==> src/verilog/qpd_pkg.sv <==
package qpd_pkg;
   // ==========================================================
   // register map (byte addresses)
   localparam logic [7:0] QPD_ADDR_CTRL = 8'h00;
   localparam logic [7:0] QPD_ADDR_FILT = 8'h04;
   localparam logic [7:0] QPD_ADDR_POS = 8'h08;
   localparam logic [7:0] QPD_ADDR_MAX = 8'h0C;
   localparam logic [15:0] QPD_RST_16 = 16'h0000;
   localparam logic [15:0] QPD_RST_MAX = 16'hFFFF;
   localparam logic [1:0] QPD_RESP_OK = 2'h0;
   localparam logic [1:0] QPD_RESP_ERR = 2'h2;
   // ==========================================================
   // field positions
   localparam int QPD_B_ERR = 15;
   localparam int QPD_B_IDL = 13;
   localparam int QPD_B_DIR = 11;
   localparam int QPD_B_MODE = 8;
   localparam int QPD_B_SWAP = 7;
   localparam int QPD_B_DOUT = 6;
   localparam int QPD_B_GATE = 5;
   localparam int QPD_B_PS = 3;
   localparam int QPD_B_MARKER_RESET_ENABLE = 2;
   localparam int QPD_B_TIMER_CLOCK_SOURCE_SELECT = 1;
   localparam int QPD_B_SRC = 0;
   localparam int QPD_B_IMV = 9;
   localparam int QPD_B_COUNT_ERROR_IRQ_DISABLE = 8;
   localparam int QPD_B_FILTER_OUTPUT_ENABLE = 7;
   localparam int QPD_B_QECK = 4;
   // ==========================================================
   // mode codes
   localparam logic [2:0] QPD_M_OFF = 3'h0;
   localparam logic [2:0] QPD_M_TMR = 3'h1;
   localparam logic [2:0] QPD_M_X2IDX = 3'h4;
   localparam logic [2:0] QPD_M_X2MAX = 3'h5;
   localparam logic [2:0] QPD_M_X4IDX = 3'h6;
   localparam logic [2:0] QPD_M_X4MAX = 3'h7;

   // terminal count of the timer prescaler
   function automatic logic [7:0] qpd_ps_term(input logic [1:0] s);
      case (s)
         2'h3: qpd_ps_term = 8'hFF;
         2'h2: qpd_ps_term = 8'h3F;
         2'h1: qpd_ps_term = 8'h07;
         default: qpd_ps_term = 8'h00;
      endcase
   endfunction

   // terminal count of the filter clock divider
   function automatic logic [7:0] qpd_fd_term(input logic [2:0] s);
      case (s)
         3'h7: qpd_fd_term = 8'hFF;
         3'h6: qpd_fd_term = 8'h7F;
         3'h5: qpd_fd_term = 8'h3F;
         3'h4: qpd_fd_term = 8'h1F;
         3'h3: qpd_fd_term = 8'h0F;
         3'h2: qpd_fd_term = 8'h03;
         3'h1: qpd_fd_term = 8'h01;
         default: qpd_fd_term = 8'h00;
      endcase
   endfunction
endpackage

==> src/verilog/qpd_top.sv <==
// Decided for this implementation: the AXI4-Lite slave port and the placing of the registers.
`timescale 1ns/1ps
module qpd_top import qpd_pkg::*; (
   input wire logic clk_i,
   input wire logic rstn_i,
   input wire logic idle_i,
   input wire logic phase_a_input_i,
   input wire logic phase_b_input_i,
   input wire logic marker_input_i,
   output logic dir_o,
   output logic dir_oe_o,
   output logic count_error_irq_o,
   input wire logic [7:0] awaddr_i,
   input wire logic awvalid_i,
   output logic awready_o,
   input wire logic [31:0] wdata_i,
   input wire logic [3:0] wstrb_i,
   input wire logic wvalid_i,
   output logic wready_o,
   output logic [1:0] bresp_o,
   output logic bvalid_o,
   input wire logic bready_i,
   input wire logic [7:0] araddr_i,
   input wire logic arvalid_i,
   output logic arready_o,
   output logic [31:0] rdata_o,
   output logic [1:0] rresp_o,
   output logic rvalid_o,
   input wire logic rready_i
);
   typedef struct packed {
      logic [2:0] mode;
      logic err;
      logic idl;
      logic dir;
      logic swap;
      logic dout;
      logic gate;
      logic [1:0] ps;
      logic marker_reset_enable;
      logic timer_clock_source_select;
      logic src;
      logic [1:0] imv;
      logic count_error_irq_disable;
      logic filter_output_enable;
      logic [2:0] qeck;
      logic [15:0] pos;
      logic [15:0] max;
      logic [7:0] fdiv;
      logic [7:0] psc;
      logic [2:0] h0;
      logic [2:0] h1;
      logic [2:0] filt;
      logic pa;
      logic pb;
      logic irq;
      logic awr;
      logic wr;
      logic [7:0] waddr;
      logic [15:0] wdat;
      logic [1:0] wstb;
      logic bvalid;
      logic [1:0] bresp;
      logic arr;
      logic rvalid;
      logic [1:0] rresp;
      logic [31:0] rdata;
   } qpd_state_t;

   qpd_state_t s_r;
   qpd_state_t s_nxt;

   // ==========================================================
   // byte-lane merge, used by every writable register
   function automatic logic [15:0] qpd_merge(input logic [15:0] old,
      input logic [15:0] d, input logic [1:0] stb);
      qpd_merge = {stb[1] ? d[15:8] : old[15:8],
                   stb[0] ? d[7:0] : old[7:0]};
   endfunction

   function automatic logic qpd_mapped(input logic [7:0] a);
      qpd_mapped = (a[7:4] == 4'h0) && (a[1:0] == 2'h0);
   endfunction

   logic [2:0] raw;
   logic [2:0] inp;
   logic a;
   logic b;
   logic idx;
   logic ftick;
   logic run;
   logic enc;
   logic x4;
   logic step;
   logic up;
   logic idx_hit;
   logic tev;
   logic set_err;
   logic [15:0] ctrl_rd;
   logic [15:0] filt_rd;
   logic [15:0] wv;

   always_comb begin
      s_nxt = s_r;
      raw = {marker_input_i, phase_b_input_i, phase_a_input_i};
      step = 1'b0;
      up = s_r.dir;
      idx_hit = 1'b0;
      tev = 1'b0;
      set_err = 1'b0;
      wv = 16'h0000;
      // ======================================================
      // noise filters
      // >= so a smaller divide written mid-count does not wait for a wrap
      ftick = (s_r.fdiv >= qpd_fd_term(s_r.qeck));
      s_nxt.fdiv = ftick ? 8'h00 : s_r.fdiv + 8'h01;
      if (ftick) begin
         s_nxt.h0 = raw;
         s_nxt.h1 = s_r.h0;
         for (int i = 0; i < 3; i++) begin
            // level must match on three filter samples in a row
            if (raw[i] == s_r.h0[i] && raw[i] == s_r.h1[i]) begin
               s_nxt.filt[i] = raw[i];
            end
         end
      end
      inp = s_r.filter_output_enable ? s_r.filt : raw;
      a = s_r.swap ? inp[1] : inp[0];
      b = s_r.swap ? inp[0] : inp[1];
      idx = inp[2];
      s_nxt.pa = a;
      s_nxt.pb = b;
      // ======================================================
      // position counter
      run = !(s_r.idl && idle_i);
      enc = s_r.mode[2];
      x4 = s_r.mode[1];
      if (enc) begin
         // x2 listens to A only; x4 does not count a double edge
         step = x4 ? ((a != s_r.pa) ^ (b != s_r.pb))
                   : (a != s_r.pa);
         up = a ^ s_r.pb;
         if (x4) begin
            idx_hit = (b == s_r.imv[1]) && (a == s_r.imv[0]);
         end else begin
            idx_hit = (s_r.imv[1] ? b : a) == s_r.imv[0];
         end
         idx_hit = idx_hit && idx && s_r.marker_reset_enable && !s_r.mode[0];
      end else if (s_r.mode == QPD_M_TMR) begin
         up = s_r.src ? b : s_r.dir;
         tev = s_r.timer_clock_source_select ? (a && !s_r.pa) : 1'b1;
         tev = tev && (!s_r.gate || a);
         if (tev && run) begin
            if (s_r.psc >= qpd_ps_term(s_r.ps)) begin
               s_nxt.psc = 8'h00;
               step = 1'b1;
            end else begin
               s_nxt.psc = s_r.psc + 8'h01;
            end
         end
      end
      if (enc && step && run) begin
         s_nxt.dir = up;
      end
      if (run && (enc || s_r.mode == QPD_M_TMR)) begin
         if (idx_hit) begin
            s_nxt.pos = QPD_RST_16;
         end else if (step && up) begin
            if (s_r.pos == s_r.max) begin
               s_nxt.pos = QPD_RST_16;
               set_err = enc && !s_r.mode[0];
            end else begin
               s_nxt.pos = s_r.pos + 16'h0001;
            end
         end else if (step) begin
            if (s_r.pos == QPD_RST_16) begin
               s_nxt.pos = s_r.max;
               set_err = enc && !s_r.mode[0];
            end else begin
               s_nxt.pos = s_r.pos - 16'h0001;
            end
         end
      end
      s_nxt.irq = set_err && !s_r.count_error_irq_disable;
      // ======================================================
      // register read views
      ctrl_rd = {s_r.err, 1'b0, s_r.idl, idx, s_r.dir, s_r.mode,
                 s_r.swap, s_r.dout, s_r.gate, s_r.ps, s_r.marker_reset_enable,
                 s_r.timer_clock_source_select, s_r.src};
      filt_rd = {5'h00, s_r.imv, s_r.count_error_irq_disable, s_r.filter_output_enable, s_r.qeck, 4'h0};
      // ======================================================
      // axi4-lite write channel
      if (awvalid_i && s_r.awr) begin
         s_nxt.awr = 1'b0;
         s_nxt.waddr = awaddr_i;
      end
      if (wvalid_i && s_r.wr) begin
         s_nxt.wr = 1'b0;
         s_nxt.wdat = wdata_i[15:0];
         s_nxt.wstb = wstrb_i[1:0];
      end
      if (!s_r.awr && !s_r.wr && !s_r.bvalid) begin
         s_nxt.bvalid = 1'b1;
         s_nxt.bresp = qpd_mapped(s_r.waddr) ? QPD_RESP_OK : QPD_RESP_ERR;
         case (s_r.waddr)
            QPD_ADDR_CTRL: begin
               wv = qpd_merge(ctrl_rd, s_r.wdat, s_r.wstb);
               s_nxt.idl = wv[QPD_B_IDL];
               s_nxt.mode = wv[QPD_B_MODE +: 3];
               s_nxt.swap = wv[QPD_B_SWAP];
               s_nxt.dout = wv[QPD_B_DOUT];
               s_nxt.gate = wv[QPD_B_GATE];
               s_nxt.ps = wv[QPD_B_PS +: 2];
               s_nxt.marker_reset_enable = wv[QPD_B_MARKER_RESET_ENABLE];
               s_nxt.timer_clock_source_select = wv[QPD_B_TIMER_CLOCK_SOURCE_SELECT];
               s_nxt.src = wv[QPD_B_SRC];
               if (!enc) begin
                  s_nxt.dir = wv[QPD_B_DIR];
               end
               // writing 0 clears; a new error in this cycle still sets
               s_nxt.err = wv[QPD_B_ERR] & s_r.err;
            end
            QPD_ADDR_FILT: begin
               wv = qpd_merge(filt_rd, s_r.wdat, s_r.wstb);
               s_nxt.imv = wv[QPD_B_IMV +: 2];
               s_nxt.count_error_irq_disable = wv[QPD_B_COUNT_ERROR_IRQ_DISABLE];
               s_nxt.filter_output_enable = wv[QPD_B_FILTER_OUTPUT_ENABLE];
               s_nxt.qeck = wv[QPD_B_QECK +: 3];
            end
            QPD_ADDR_POS: begin
               // software write wins over a count in the same cycle
               s_nxt.pos = qpd_merge(s_r.pos, s_r.wdat, s_r.wstb);
            end
            QPD_ADDR_MAX: begin
               s_nxt.max = qpd_merge(s_r.max, s_r.wdat, s_r.wstb);
            end
            default: begin
            end
         endcase
      end
      if (set_err) begin
         s_nxt.err = 1'b1;
      end
      if (s_r.bvalid && bready_i) begin
         s_nxt.bvalid = 1'b0;
         s_nxt.awr = 1'b1;
         s_nxt.wr = 1'b1;
      end
      // ======================================================
      // axi4-lite read channel
      if (arvalid_i && s_r.arr) begin
         s_nxt.arr = 1'b0;
         s_nxt.rvalid = 1'b1;
         s_nxt.rresp = qpd_mapped(araddr_i) ? QPD_RESP_OK : QPD_RESP_ERR;
         case (araddr_i)
            QPD_ADDR_CTRL: s_nxt.rdata = {16'h0000, ctrl_rd};
            QPD_ADDR_FILT: s_nxt.rdata = {16'h0000, filt_rd};
            // whole word in one beat, so no torn value
            QPD_ADDR_POS: s_nxt.rdata = {16'h0000, s_r.pos};
            QPD_ADDR_MAX: s_nxt.rdata = {16'h0000, s_r.max};
            default: s_nxt.rdata = 32'h00000000;
         endcase
      end
      if (s_r.rvalid && rready_i) begin
         s_nxt.rvalid = 1'b0;
         s_nxt.arr = 1'b1;
      end
   end

   always_ff @(posedge clk_i or negedge rstn_i) begin
      if (!rstn_i) begin
         s_r <= '0;
         s_r.max <= QPD_RST_MAX;
         s_r.awr <= 1'b1;
         s_r.wr <= 1'b1;
         s_r.arr <= 1'b1;
      end else begin
         s_r <= s_nxt;
      end
   end

   // ==========================================================
   // outputs, all straight from the state register
   assign dir_o = s_r.dir;
   assign dir_oe_o = s_r.dout;
   assign count_error_irq_o = s_r.irq;
   assign awready_o = s_r.awr;
   assign wready_o = s_r.wr;
   assign bvalid_o = s_r.bvalid;
   assign bresp_o = s_r.bresp;
   assign arready_o = s_r.arr;
   assign rvalid_o = s_r.rvalid;
   assign rresp_o = s_r.rresp;
   assign rdata_o = s_r.rdata;
endmodule // qpd_top

==> config.mk <==
export PLATFORM = sky130hd
export DESIGN_NAME = qpd_top
export DESIGN_NICKNAME = d
export VERILOG_FILES = /design/src/verilog/qpd_pkg.sv /design/src/verilog/qpd_top.sv
export SDC_FILE = /design/constraint.sdc
export NUM_CORES = 1
export LEC_CHECK = 0
export BUFFER_PORTS_ARGS = -buffer_cell sky130_fd_sc_hd__buf_2
export CAP_MARGIN = 20
export CORE_MARGIN = 4
export CORE_UTILIZATION = 60
export DETAILED_ROUTE_END_ITERATION = 8
export PLACE_DENSITY = 0.88
export REMOVE_ABC_BUFFERS = 1
export SYNTH_ARGS = -nofsm -noshare
export SYNTH_HDL_FRONTEND = slang
export SYNTH_SLANG_ARGS = --single-unit
==> constraint.sdc <==
create_clock -name clk_i -period 6.12 [get_ports clk_i]
set_input_delay 0.612 -clock clk_i [delete_from_list [all_inputs] [get_ports clk_i]]
set_output_delay 0.612 -clock clk_i [all_outputs]
set_load 0.005 [all_outputs]
==> qor.yml <==
clock_network:
  cts_tree: "built"
  cts_setup_buffers: 0
  cts_made_buffers: 17
  hold_buffers: 0
  clk_pin_slew_ns: 0.06
  cts-resized-gates: 0
  htree_levels: 4
  cts_sinks: 130
  insertion_delay_ns: 0.43
  cts_root_buf: "clkbuf_16"
  cts_max_path_buffers: 2
die:
  coreArea_um2: 12210
  die_area_um2: 14600
  die_x_um: 120.8
  row_count: 40
  die_y_um: 120.8
  ios: 107
  floorplan.initialDensity: 0.6253
drt:
  wl_per_cell_um: 20.34
  finalWirelength_um: 19770
  first_pass_iters: 7
  vias_per_cell: 6.388
  vias: 6209
  route.detailed.drc: 0
  antenna_left: 0
  drt_iter0_markers: 472
pwr:
  p_per_area_nw_per_um2: 479.9
  finalPower_mw: 4.045
  p_leak_nw: 3.706
  ir_worst_vdd_v: 0.0003245
critical_path:
  reg2regPathDepth: 9
  critPathMostFrequentCell: "nor2_1"
  crit_path_cell_trace: "nor2_1, ha_1, or2_2, a21oi_1, o211ai_1, a221oi_2, nor2_1, a21boi_1, a221o_1"
  cp_max_fo: 11
  critPathRequiredTime_ns: 6.44
  rr_endpoint: "s_r[124]$_DFFE_PN0P_"
  slowest_stage: "a221oi_2"
  timing.rr.start: "ctrl_rd[4]$_DFFE_PN0P_"
  criticalPathCategory: "reg -> reg"
  worst_setup_path_start_kind: "register"
  max_stage_delay_ns: 0.90
  cp-end-kind: "register"
  cp_data_arrival_time_ns: 3.97
  r2r_slack_ns: 2.46
logic_synthesis:
  syn_avg_cell_area_um2: 10.09
  yosysWarnings: 0
  ys_seq_area_frac: 0.4291
  syn_area_um2: 7636
  netlist_instances: 757
  ys_ff_latch: 130
  synth-edff-count: 0
  async_reset_ff_frac: 1.000
  ys_types: 71
  synthFlopType: "dfrtp_1"
timing:
  post-route-min-period_ns: 3.655
  rsz0062_at_grt: "no"
  whs_ns: 0.2168
  period_share: 0.5972
  fmax_ghz: 0.2736
  drv_slew: 0
  setup_viol: 0
  fin_tns_setup_ns: 0
  finClkSkew_ns: 0.01154
  tightest_slew_ns: 1.066
  hold_viol_final: 0
  max_slew_margin: 0.2875
  finalWorstSetupSlack_ns: 2.465
grt:
  grt_pass1_wl_um: 31320
  grt_pass1_vias: 5994
  grt_max_degree: 81
  grt_use_total: 0.2798
  grt_overflow: 0
  antenna_found_initial: 0
place:
  gp_congestion: 0.9523
  dpl_cell_area_um2: 7831
  place_inst: 940
  post-place-ws_ns: 2.315
  port_buffers: 70
  dpl.hpwl_um: 14020
job:
  maxCapViolations: 0
cells_and_area:
  layout_common_cells: "dfrtp_1 (111), mux2_2 (73), buf_2 (69)"
  final_layout_size_suffix_gt1_frac: 0.2575
  area_growth_syn_to_layout_pct: 10.39
  fin_util: 0.6903
  layout_commonest_cell: "dfrtp_1"
  antennaDiodeCount: 0
  fin_nets: 873
  fin_area_um2: 8429
  stdcell_count: 972
hold_path:
  worst_hold_path_type: "in -> async"
run_status:
  status: "finished clean"
## synthesized netlist by cell type (all sizes together), types with 2 or more instances
cell     number  area (µm²)
nor2b        11       68.82
nor2         57       216.5
xnor2        22       192.7
a211oi        2       15.01
a21oi        17       85.08
a21o          6       45.04
and2          4       26.28
o21ai        62       314.1
or2           2       12.51
clkbuf       32       130.1
and3          9       56.30
a22o          5       43.79
nand4        12       75.07
a311o         2       20.02
dfrtp       111        2778
nand2b        6       37.54
buf          42       316.5
mux4          5       116.4
mux2i        10       100.1
o221ai        2       17.52
nor4          7       56.30
o31ai         6       45.04
nand2        55       206.5
o211ai        6       45.04
inv          19       71.32
nor3          9       45.04
a22oi        17       127.6
o2bb2ai       5       43.79
ha           19       237.7
o22ai         3       18.77
mux2         74       837.1
nand3        34       170.2
dfstp        19       499.2
a221oi       10       93.84
o21a          3       22.52
or4           6       45.04
xor2         14       122.6
a221o         7       70.07
and4          4       36.29
or3           3       18.77
## layout make-up
| cell class | count | area [µm²] |
|---|---|---|
| clock inverter | 9 | 130.1 |
| timing repair buffer | 72 | 367.9 |
| tap | 168 | 210.2 |
| fill | 926 | 3782 |
| multi-input combinational | 551 | 3905 |
| sequential | 130 | 3277 |
| clock buffer | 23 | 467.9 |
| inverter | 19 | 71.32 |
## critical path: cells and delay by family, from the launching register on
kind	cells	cell delay, ns
AOI/OAI and AO/OA	5	1.87
and+or+nand+nor	3	0.94
DFF	1	0.43
adders and majority gates	1	0.28
## per-layer routing
layer	GRT usage	routed length [µm]	part of all wire
met5	0	0	0
met4	0.1239	637	0.032
met3	0.06361	1649	0.083
met1	0.3638	8265	0.42
met2	0.4492	9221	0.47
## cell families (layout without fill, tap and decap cells)
family | Yosys count | count (layout) | share of synthesized area
simple gates | 225 | 225 | 0.1476
compound gates | 164 | 164 | 0.1445
flops | 130 | 130 | 0.4291
buf+inv | 93 | 123 | 0.06783
mux | 89 | 89 | 0.1380
xor+xnor | 36 | 36 | 0.04129
fa+ha+maj | 19 | 19 | 0.03113
other cells | 1 | 18 | 0.0004911
## how the worst max path moves through the flow
stage,slack (ns),to,startpoint,cells after the start
after global placement,2.32,s_r[124]$_DFFE_PN0P_,phase_b_input_i,9
after global routing,2.24,s_r[124]$_DFFE_PN0P_,ctrl_rd[4]$_DFFE_PN0P_,9
final,2.46,s_r[124]$_DFFE_PN0P_,ctrl_rd[4]$_DFFE_PN0P_,9
after CTS,2.51,s_r[124]$_DFFE_PN0P_,ctrl_rd[4]$_DFFE_PN0P_,9
after floorplan,3.16,s_r[124]$_DFFE_PN0P_,phase_a_input_i,8
after detailed placement,2.31,s_r[124]$_DFFE_PN0P_,phase_b_input_i,9
## report_power, final
part	leakage (nW)	total [mW]	switching, mW	internal [mW]
sequential	1.64	1.42	0.322	1.09
clock	0.291	1.03	0.370	0.660
combinational	1.77	1.60	0.914	0.684
total	3.71	4.04	1.61	2.44
## flip-flops by register name (all words and copies together) (netlist names)
name and cells:
bresp_o 1, rvalid_o 1, s_r 85, awready_o 1, rresp_o 1, filt_rd 7, dir_oe_o 1, dir_o 1
wready_o 1, count_error_irq_o 1, bvalid_o 1, ctrl_rd 12, rdata_o 16, arready_o 1
Power figures use the tool's default switching activity.
